--- config.mk ---
export PLATFORM = sky130hd
export DESIGN_NAME = tif_regsel
export DESIGN_NICKNAME = d
export VERILOG_FILES = /design/src/tif_pkg.sv /design/src/tif_chan.sv /design/src/tif_regsel.sv /design/src/tif_sync.sv
export SDC_FILE = /design/constraint.sdc
export NUM_CORES = 1
export LEC_CHECK = 0
export BUFFER_PORTS_ARGS = -buffer_cell sky130_fd_sc_hd__buf_2
export CAP_MARGIN = 15
export CORE_ASPECT_RATIO = 0.6
export CORE_MARGIN = 8
export CORE_UTILIZATION = 55
export CTS_CLUSTER_DIAMETER = 30
export CTS_CLUSTER_SIZE = 30
export DETAILED_ROUTE_END_ITERATION = 10
export PLACE_DENSITY = 0.81
export SYNTH_ARGS = -nofsm -noshare
export SYNTH_HDL_FRONTEND = slang
export SYNTH_SLANG_ARGS = --single-unit
--- constraint.sdc ---
create_clock -name ref_clk -period 5.4 [get_ports ref_clk]
set_input_delay 0.27 -clock ref_clk [delete_from_list [all_inputs] [get_ports ref_clk]]
set_output_delay 0.27 -clock ref_clk [all_outputs]
set_load 0.005 [all_outputs]
--- src/tif_pkg.sv ---
package tif_pkg;

  localparam int unsigned ADDR_W     = 16;
  localparam int unsigned DATA_W     = 16;
  localparam int unsigned IDX_W      = 3;
  localparam int unsigned BASE_W     = 7;
  localparam int unsigned BASE_LSB   = 3;
  localparam int unsigned AREA_LSB   = 10;
  localparam int unsigned SYNC_DEPTH = 3;

  // register indices inside one block of eight
  localparam logic [IDX_W-1:0] IDX_IN_CHAR  = 3'h0;
  localparam logic [IDX_W-1:0] IDX_IN_COND  = 3'h2;
  localparam logic [IDX_W-1:0] IDX_IN_CMD   = 3'h3;
  localparam logic [IDX_W-1:0] IDX_OUT_CHAR = 3'h5;
  localparam logic [IDX_W-1:0] IDX_OUT_COND = 3'h6;
  localparam logic [IDX_W-1:0] IDX_OUT_CMD  = 3'h7;

  // command bit positions
  localparam int unsigned CMD_IRQ_RDY  = 0;
  localparam int unsigned CMD_IRQ_ERR  = 1;
  localparam int unsigned CMD_ACTIVATE = 2;
  localparam int unsigned CMD_TEST     = 3;
  localparam int unsigned CMD_CLEAR    = 4;

  // condition bit positions
  localparam int unsigned COND_READY   = 3;
  localparam int unsigned COND_ERR_ANY = 4;
  localparam int unsigned COND_OVERRUN = 5;

  // reset values; base 300 octal is block 0x18
  localparam logic [BASE_W-1:0] BASE_RESET = 7'h18;
  localparam logic [DATA_W-1:0] WORD_RESET = 16'h0000;
  localparam logic              IN_RDY_RESET  = 1'b0;
  localparam logic              OUT_RDY_RESET = 1'b1;

  typedef struct packed {
    logic              strobe;
    logic [ADDR_W-1:0] addr;
    logic [DATA_W-1:0] wdata;
  } tif_req_t;

  typedef struct packed {
    logic              ack;
    logic [DATA_W-1:0] rdata;
  } tif_rsp_t;

  typedef struct packed {
    logic             hit;
    logic             wr;
    logic [IDX_W-1:0] idx;
  } tif_dec_t;

  // splits a device register address into block match, direction and index
  function automatic tif_dec_t tif_decode(input logic [ADDR_W-1:0] addr,
                                          input logic [BASE_W-1:0] base);
    tif_dec_t d;
    d.hit = (addr[ADDR_W-1:AREA_LSB] == '0) && (addr[AREA_LSB-1:BASE_LSB] == base);
    d.wr  = addr[0];
    d.idx = addr[IDX_W-1:0];
    return d;
  endfunction : tif_decode

endpackage : tif_pkg

--- src/tif_chan.sv ---
`timescale 1ns/10ps
module tif_chan #(
  parameter logic RDY_RST = 1'b0
) (
  input  wire logic                       ref_clk,
  input  wire logic                       nrst,
  input  wire logic                       cmd_we,
  input  wire logic [tif_pkg::DATA_W-1:0] cmd_wdata,
  input  wire logic                       dev_clear,
  input  wire logic                       rdy_set,
  input  wire logic                       rdy_clr,
  input  wire logic                       err_set,
  output logic      [tif_pkg::DATA_W-1:0] cmd_q,
  output logic      [tif_pkg::DATA_W-1:0] cond
);
  import tif_pkg::*;

  logic rdy_q;
  logic err_q;

  always_ff @(posedge ref_clk) begin
    if (!nrst || dev_clear) begin
      cmd_q <= WORD_RESET;
    end else if (cmd_we) begin
      cmd_q <= cmd_wdata;
    end
  end

  // set wins over clear so an event in the clearing cycle survives
  always_ff @(posedge ref_clk) begin
    if (!nrst || dev_clear) begin
      rdy_q <= RDY_RST;
    end else if (rdy_set) begin
      rdy_q <= 1'b1;
    end else if (rdy_clr) begin
      rdy_q <= 1'b0;
    end
  end

  always_ff @(posedge ref_clk) begin
    if (!nrst || dev_clear) begin
      err_q <= 1'b0;
    end else if (err_set) begin
      err_q <= 1'b1;
    end
  end

  always_comb begin
    cond                  = WORD_RESET;
    cond[CMD_ACTIVATE:0]  = cmd_q[CMD_ACTIVATE:0];
    cond[COND_READY]      = rdy_q;
    cond[COND_ERR_ANY]    = err_q;
    cond[COND_OVERRUN]    = err_q;
  end

endmodule : tif_chan

--- src/tif_regsel.sv ---
// Functional notes
// one block of consecutive addresses, 4 to 16 registers; here eight.
// address is base plus index; answer only inside own block.
// base device number comes from a module thumbwheel.
// decoding uses only the thumbwheel number, never the bus slot.
// base 300 octal answers addresses 300 to 307 octal.
// control registers accept writes only, on both channels.
// status registers are read only: ready, busy, error of the channel. Here ready, error, overrun and command bits 2:0; no busy bit.
// output data is write only, input data is read only.
// every channel has control, status and data registers.
// one-channel layout: control 3, status 2, data 1, loop-back 0.
// two-channel layout: in data 0, status 2, control 3; out 5, 6, 7.
// input and output channels have independent register sets.
// both channels transfer at the same time.
// dma interfaces have 8 to 16 registers and no data register.
// no two installed interfaces may decode the same block.
// each index is distinct and tied to one function.
// address bit 0 gives direction: even reads, odd writes.
// decoding limited to the low 1K area, 0 to 1777 octal.
// unimplemented index in that direction changes nothing and reads zero.
`timescale 1ns/10ps
module tif_regsel (
  input  wire logic                       ref_clk,
  input  wire logic                       nrst,
  input  wire tif_pkg::tif_req_t          bus_req,
  output tif_pkg::tif_rsp_t               bus_rsp,
  input  wire logic [tif_pkg::BASE_W-1:0] thumb_sw,
  input  wire logic                       rx_valid,
  input  wire logic [tif_pkg::DATA_W-1:0] rx_char,
  input  wire logic                       tx_done,
  output logic                            tx_valid,
  output logic      [tif_pkg::DATA_W-1:0] tx_char,
  output logic      [tif_pkg::BASE_W-1:0] base_q
);
  import tif_pkg::*;

  tif_dec_t          dec;
  logic              take;
  logic              rd_hit;
  logic              wr_hit;
  logic              in_cmd_we;
  logic              out_cmd_we;
  logic              out_char_we;
  logic              in_char_rd;
  logic              dev_clear;
  logic [DATA_W-1:0] in_cmd;
  logic [DATA_W-1:0] out_cmd;
  logic [DATA_W-1:0] in_cond;
  logic [DATA_W-1:0] out_cond;
  logic              in_active;
  logic              out_active;
  logic              loop_mode;
  logic              in_fill;
  logic              in_rdy;
  logic              out_rdy;
  logic              launch;
  logic [DATA_W-1:0] in_char_q;
  logic [DATA_W-1:0] rd_mux;
  logic              sent_q;
  logic              ack_q;
  logic [DATA_W-1:0] rdata_q;
  logic              tx_valid_q;
  logic [DATA_W-1:0] tx_char_q;

  // thumbwheel is a pin: synchronised, no slot input exists at all
  tif_sync #(
    .W   (BASE_W),
    .RST (BASE_RESET)
  ) u_thumb (
    .ref_clk (ref_clk),
    .nrst    (nrst),
    .pin     (thumb_sw),
    .val_q   (base_q)
  );

  // block of eight; uniqueness across cards is the installer's duty
  always_comb begin
    dec    = tif_decode(bus_req.addr, base_q);
    take   = bus_req.strobe && dec.hit;
    wr_hit = take && dec.wr;
    rd_hit = take && !dec.wr;
  end

  always_comb begin
    in_cmd_we   = wr_hit && (dec.idx == IDX_IN_CMD);
    out_cmd_we  = wr_hit && (dec.idx == IDX_OUT_CMD);
    out_char_we = wr_hit && (dec.idx == IDX_OUT_CHAR);
    in_char_rd  = rd_hit && (dec.idx == IDX_IN_CHAR);
    // clear from the input command resets both channels
    dev_clear   = in_cmd_we && bus_req.wdata[CMD_CLEAR];
  end

  always_comb begin
    in_active  = in_cmd[CMD_ACTIVATE];
    out_active = out_cmd[CMD_ACTIVATE];
    loop_mode  = out_cmd[CMD_TEST];
    // offline test loops written characters back to the input side
    in_fill    = loop_mode ? out_char_we : (rx_valid && in_active);
    in_rdy     = in_cond[COND_READY];
    out_rdy    = out_cond[COND_READY];
    launch     = out_active && !loop_mode && !out_rdy && !sent_q;
  end

  // input channel: ready set by arrival, cleared by reading the data
  tif_chan #(
    .RDY_RST (IN_RDY_RESET)
  ) u_in (
    .ref_clk   (ref_clk),
    .nrst      (nrst),
    .cmd_we    (in_cmd_we),
    .cmd_wdata (bus_req.wdata),
    .dev_clear (dev_clear),
    .rdy_set   (in_fill),
    .rdy_clr   (in_char_rd),
    .err_set   (in_fill && in_rdy && !in_char_rd),
    .cmd_q     (in_cmd),
    .cond      (in_cond)
  );

  // output channel: ready means empty; a write outside test mode fills, completion empties
  tif_chan #(
    .RDY_RST (OUT_RDY_RESET)
  ) u_out (
    .ref_clk   (ref_clk),
    .nrst      (nrst),
    .cmd_we    (out_cmd_we),
    .cmd_wdata (bus_req.wdata),
    .dev_clear (dev_clear),
    .rdy_set   (tx_done || (out_char_we && loop_mode)),
    .rdy_clr   (out_char_we && !loop_mode),
    .err_set   (out_char_we && !out_rdy),
    .cmd_q     (out_cmd),
    .cond      (out_cond)
  );

  always_ff @(posedge ref_clk) begin
    if (!nrst || dev_clear) begin
      in_char_q <= WORD_RESET;
    end else if (in_fill) begin
      in_char_q <= loop_mode ? bus_req.wdata : rx_char;
    end
  end

  always_ff @(posedge ref_clk) begin
    if (!nrst || dev_clear) begin
      tx_char_q <= WORD_RESET;
    end else if (out_char_we) begin
      tx_char_q <= bus_req.wdata;
    end
  end

  // a character written outside test mode is sent once, when written while active or when activated later
  always_ff @(posedge ref_clk) begin
    if (!nrst || dev_clear) begin
      sent_q <= 1'b0;
    end else if (out_char_we) begin
      sent_q <= 1'b0;
    end else if (launch) begin
      sent_q <= 1'b1;
    end
  end

  always_ff @(posedge ref_clk) begin
    if (!nrst) begin
      tx_valid_q <= 1'b0;
    end else begin
      tx_valid_q <= launch && !out_char_we && !dev_clear;
    end
  end

  // read mux: write-only and missing indices answer zero
  always_comb begin
    rd_mux = WORD_RESET;
    unique case (dec.idx)
      IDX_IN_CHAR:  rd_mux = in_char_q;
      IDX_IN_COND:  rd_mux = in_cond;
      IDX_OUT_COND: rd_mux = out_cond;
      default:      rd_mux = WORD_RESET;
    endcase
  end

  always_ff @(posedge ref_clk) begin
    if (!nrst) begin
      ack_q   <= 1'b0;
      rdata_q <= WORD_RESET;
    end else begin
      ack_q   <= take;
      rdata_q <= rd_hit ? rd_mux : WORD_RESET;
    end
  end

  always_comb begin
    bus_rsp.ack   = ack_q;
    bus_rsp.rdata = rdata_q;
    tx_valid      = tx_valid_q;
    tx_char       = tx_char_q;
  end

endmodule : tif_regsel

--- src/tif_sync.sv ---
`timescale 1ns/10ps
module tif_sync #(
  parameter int unsigned           W   = 7,
  parameter logic        [W-1:0]   RST = '0
) (
  input  wire logic         ref_clk,
  input  wire logic         nrst,
  input  wire logic [W-1:0] pin,
  output logic      [W-1:0] val_q
);
  import tif_pkg::*;

  logic [W-1:0] s1_q;
  logic [W-1:0] s2_q;
  logic [W-1:0] s3_q;

  always_ff @(posedge ref_clk) begin
    if (!nrst) begin
      s1_q <= RST;
      s2_q <= RST;
      s3_q <= RST;
    end else begin
      s1_q <= pin;
      s2_q <= s1_q;
      s3_q <= s2_q;
    end
  end

  // a new setting counts only once two later stages agree
  always_ff @(posedge ref_clk) begin
    if (!nrst) begin
      val_q <= RST;
    end else if (s2_q == s3_q) begin
      val_q <= s3_q;
    end
  end

endmodule : tif_sync
==> summary.md <==
| Metric | Value |
|---|---|
| Share of synthesized flip-flops with an asynchronous set or reset | 0% |
| Final GP Congestion | 0.806 |
| Remaining DRCs | 0 |
| Commonest cells after routing, fill and taps aside | 100 x buf_2, 90 x dfxtp_1, 35 x nand2_1 |
| Top-area cell type share of the netlist area | 51.6% |
| Antenna violation net count after detailed routing | 0 |
| Slowest stage delay, CP | 1.03 ns |
| Crit Reg-Reg Startpoint | u_thumb.val_q[2]$_SDFFE_PN0N_ |
| Buffers and inverters on the worst path | 0 |
| Ant. Diodes | 0 |
| Synth-to-Final Area Change | 18.8% |
| Initial standard-cell utilization of the core | 57.1% |
| Post CTS Setup Buffer Count | 0 |
| Vias per Instance | 5.28 |
| Number of top-level design ports | 101 |
| Most common cell after layout, fill and taps aside | buf_2 |
| Clock buffer depth | 2 |
| Top cells by area, synth | dfxtp_1 52%, mux2i_1 9.7%, and2_1 4.8% |
| H-tree depth | 3 |
| Period utilization | 52.3% |
| Detail Placement HPWL | 6300 um |
| Number of library cell types mapped by synthesis | 40 |
| Worst hold endpoint | u_thumb.s1_q[3]$_SDFF_PN1_ |
| Req. time, crit path | 5.66 ns |
| First-pass GRT wire length | 13700 um |
| Top FF cell, synth | dfxtp_1 |
| Endpoint kind of the worst setup timing path | flop |
| Overflow left after global routing | 0 |
| Y dimension of the die | 77.7 um |
| Number of placed instances with taps included | 505 |
| Syn. warnings | 0 |
| Top delay family on crit path | simple AND/OR/NAND/NOR gates |
| Synthesized cell area | 3490 sq um |
| Maximum clock rate | 354 MHz |
| Total negative slack | 0 ns |
| P_leak | 1.93 nW |
| Worst reg2reg endpoint | in_char_q[15]$_SDFFE_PP0P_ |
| Synthesized area per cell | 10.1 sq um |
| Result of the run | finished clean |
| Overall die area | 9240 sq um |
| Hold Crit Class | input port to flop |
| Via count | 2753 |
| Reported max-cap violation count | 0 |
| Startpoint of the most critical hold path | thumb_sw[3] |
| First drt pass iteration count | 4 |
| Number of global-route vias before repair | 2624 |
| Row Count | 22 |
| IR drop worst, VDD | 0.135 mV |
| CP max FO | 35 |
| Cell type with the largest total area after synthesis | dfxtp_1 |
| Pin count of the biggest net entering global routing | 36 |
| Crit path launch type | flop |
| Chain of cells forming the critical path | xor2_1, nor4_1, and4_1, o21ai_0, o311a_1 |
| Number of buffers created by CTS | 9 |
| Arr. time, crit path | 3.08 ns |
| RSZ-0062 raised after global routing | false |
| Number of resized instances in the post-cts repair step | 0 |
| Number of cells traversed by the worst register-to-register path | 5 |
| Final min period | 2.82 ns |
| Cell area power density | 282 nW/um^2 |
| Number of fill cells | 488 |
| Number of enable flip-flop cells after synthesis | 0 |
| Count of buffers inserted at the top-level ports | 100 |
| Number of hold-repair buffers added at the cts stage | 0 |
| Worst R2R Setup Slack | 2.58 ns |
| Synth Instances | 345 |
| Number of failing setup endpoints in the final timing report | 0 |
| Iteration-0 DRC Markers | 192 |
| CTS sink cnt | 90 |
| Placeable core region | 6110 sq um |
| Transition time at the pin with the least slew margin | 1.07 ns |
| Antenna violations before repair | 0 |
| Number of max-slew violations in the final report | 0 |
| Overall routed net length | 8540 um |
| Instance count along the most critical hold path | 2 |
| X dimension of the die | 119 um |
| Overall power consumption | 1.17 mW |
| Worst slew margin relative to its limit | 28.9% |
| Final Non-Filler Cells | 521 |
| Number of nets in the layout | 492 |
| TritonCTS clock tree | yes |
| Worst setup path class | flop to flop |
| Cell type of the slowest stage on the worst timing path | and4_1 |
| Average wire length per cell after detail routing | 16.4 um |
| Clock latency on the worst-skew pair | 0.36 ns |
| Synthesized net count | 405 |
| Hold Vio Cnt, Final | 0 |
| CTS root buffer | clkbuf_8 |
| Reg clk slew, reported paths | 0.09 ns |
| Largest clock skew in the final design | 0.0128 ns |
| Share of post-route cells with drive strength above 1 | 27.9% |
| Sequential area share after synthesis | 51.6% |
| Flops & latches, synth | 90 |
| Total routing resource utilization after global routing | 18.5% |
## routing by layer
metal | part of all wire [%] | GRT usage (%) | vias up | routed length [um]
met2 | 43 | 26.8 | 99 | 3670
met3 | 8.7 | 6.58 | 10 | 740
met1 | 47 | 25.2 | 1273 | 4030
li1 | - | - | 1371 | -
met4 | 1.1 | 6.02 | 0 | 95
met5 | 0 | 0 | - | 0
## Yosys cell counts, drive strengths merged, types with 2 or more instances
master / count
nor3: 3
xnor2: 3
dfxtp: 90
and3: 4
and4: 2
a31oi: 4
o21ai: 16
o311a: 16
nand2b: 8
mux2i: 34
xor2: 11
nand4: 4
and2: 28
clkbuf: 13
nor2: 23
nor4: 3
nor2b: 2
buf: 12
a21oi: 19
nand2: 35
## stage by stage
| stage | hold slack, ns | worst slack (ns) | area, sq um | util (%) |
|---|---|---|---|---|
| global placement | 0.393 | 2.62 | 3960 | 64.8 |
| CTS | 0.0626 | 2.66 | 4150 | 67.9 |
| global route | 0.0697 | 2.36 | 4150 | 67.9 |
| detailed placement | 0.398 | 2.58 | 3960 | 64.8 |
| floorplan | 0.343 | 3.35 | 3490 | - |
| finish | 0.0821 | 2.58 | 4150 | 67.9 |
## registers in the layout, summed over array words and instances (netlist names)
signal         cells
u_out.cmd_q        4
u_in.rdy_q         1
rdata_q           16
sent_q             1
in_char_q         16
u_in.err_q         1
tx_valid           1
u_in.cmd_q         3
u_thumb.s1_q       7
u_thumb.s2_q       7
u_out.rdy_q        1
tx_char           16
u_out.err_q        1
u_thumb.s3_q       7
ack_q              1
u_thumb.val_q      7
## worst register-to-register path, stage by stage (launching register included)
cell	delay [ns]
dfxtp_1	0.34
xor2_1	0.17
nor4_1	0.73
and4_1	1.03
o21ai_0	0.27
o311a_1	0.19
## how the worst max path moves through the flow
stage | startpoint | cells after the start | end
floorplan | bus_req[27] | 8 | u_out.cmd_q[3]$_SDFFE_PP0P_
global placement | bus_req[27] | 6 | sent_q$_SDFFE_PP0P_
detailed placement | bus_req[27] | 6 | sent_q$_SDFFE_PP0P_
CTS | u_thumb.val_q[2]$_SDFFE_PN0N_ | 5 | in_char_q[14]$_SDFFE_PP0P_
global route | u_thumb.val_q[2]$_SDFFE_PN0N_ | 5 | in_char_q[9]$_SDFFE_PP0P_
finish | u_thumb.val_q[2]$_SDFFE_PN0N_ | 5 | in_char_q[15]$_SDFFE_PP0P_
## report_power, final
part | total (mW) | switching, mW | internal [mW]
registers | 0.674 | 0.00342 | 0.670
clock network | 0.424 | 0.240 | 0.185
logic | 0.0720 | 0.0391 | 0.0329
## cells by family (layout without fill, tap and decap cells)
logic type | Yosys count | in the layout | synth area share (%)
flops | 90 | 90 | 51.6
mux | 35 | 35 | 10.1
xor+xnor | 14 | 14 | 3.51
compound gates | 62 | 62 | 12.7
simple gates | 118 | 118 | 17.9
buf+inv | 26 | 118 | 4.19
## final cells by class
cell class,count,area [sq um],area share (%)
Inverter,1,3.75,0.0905
Tap cell,84,105,2.53
Clock inverter,6,48.8,1.18
Multi-Input combinational cell,229,1540,37.2
Sequential cell,90,1800,43.4
Timing Repair Buffer,101,508,12.2
Clock buffer,10,138,3.32
Power figures use the tool's default switching activity.
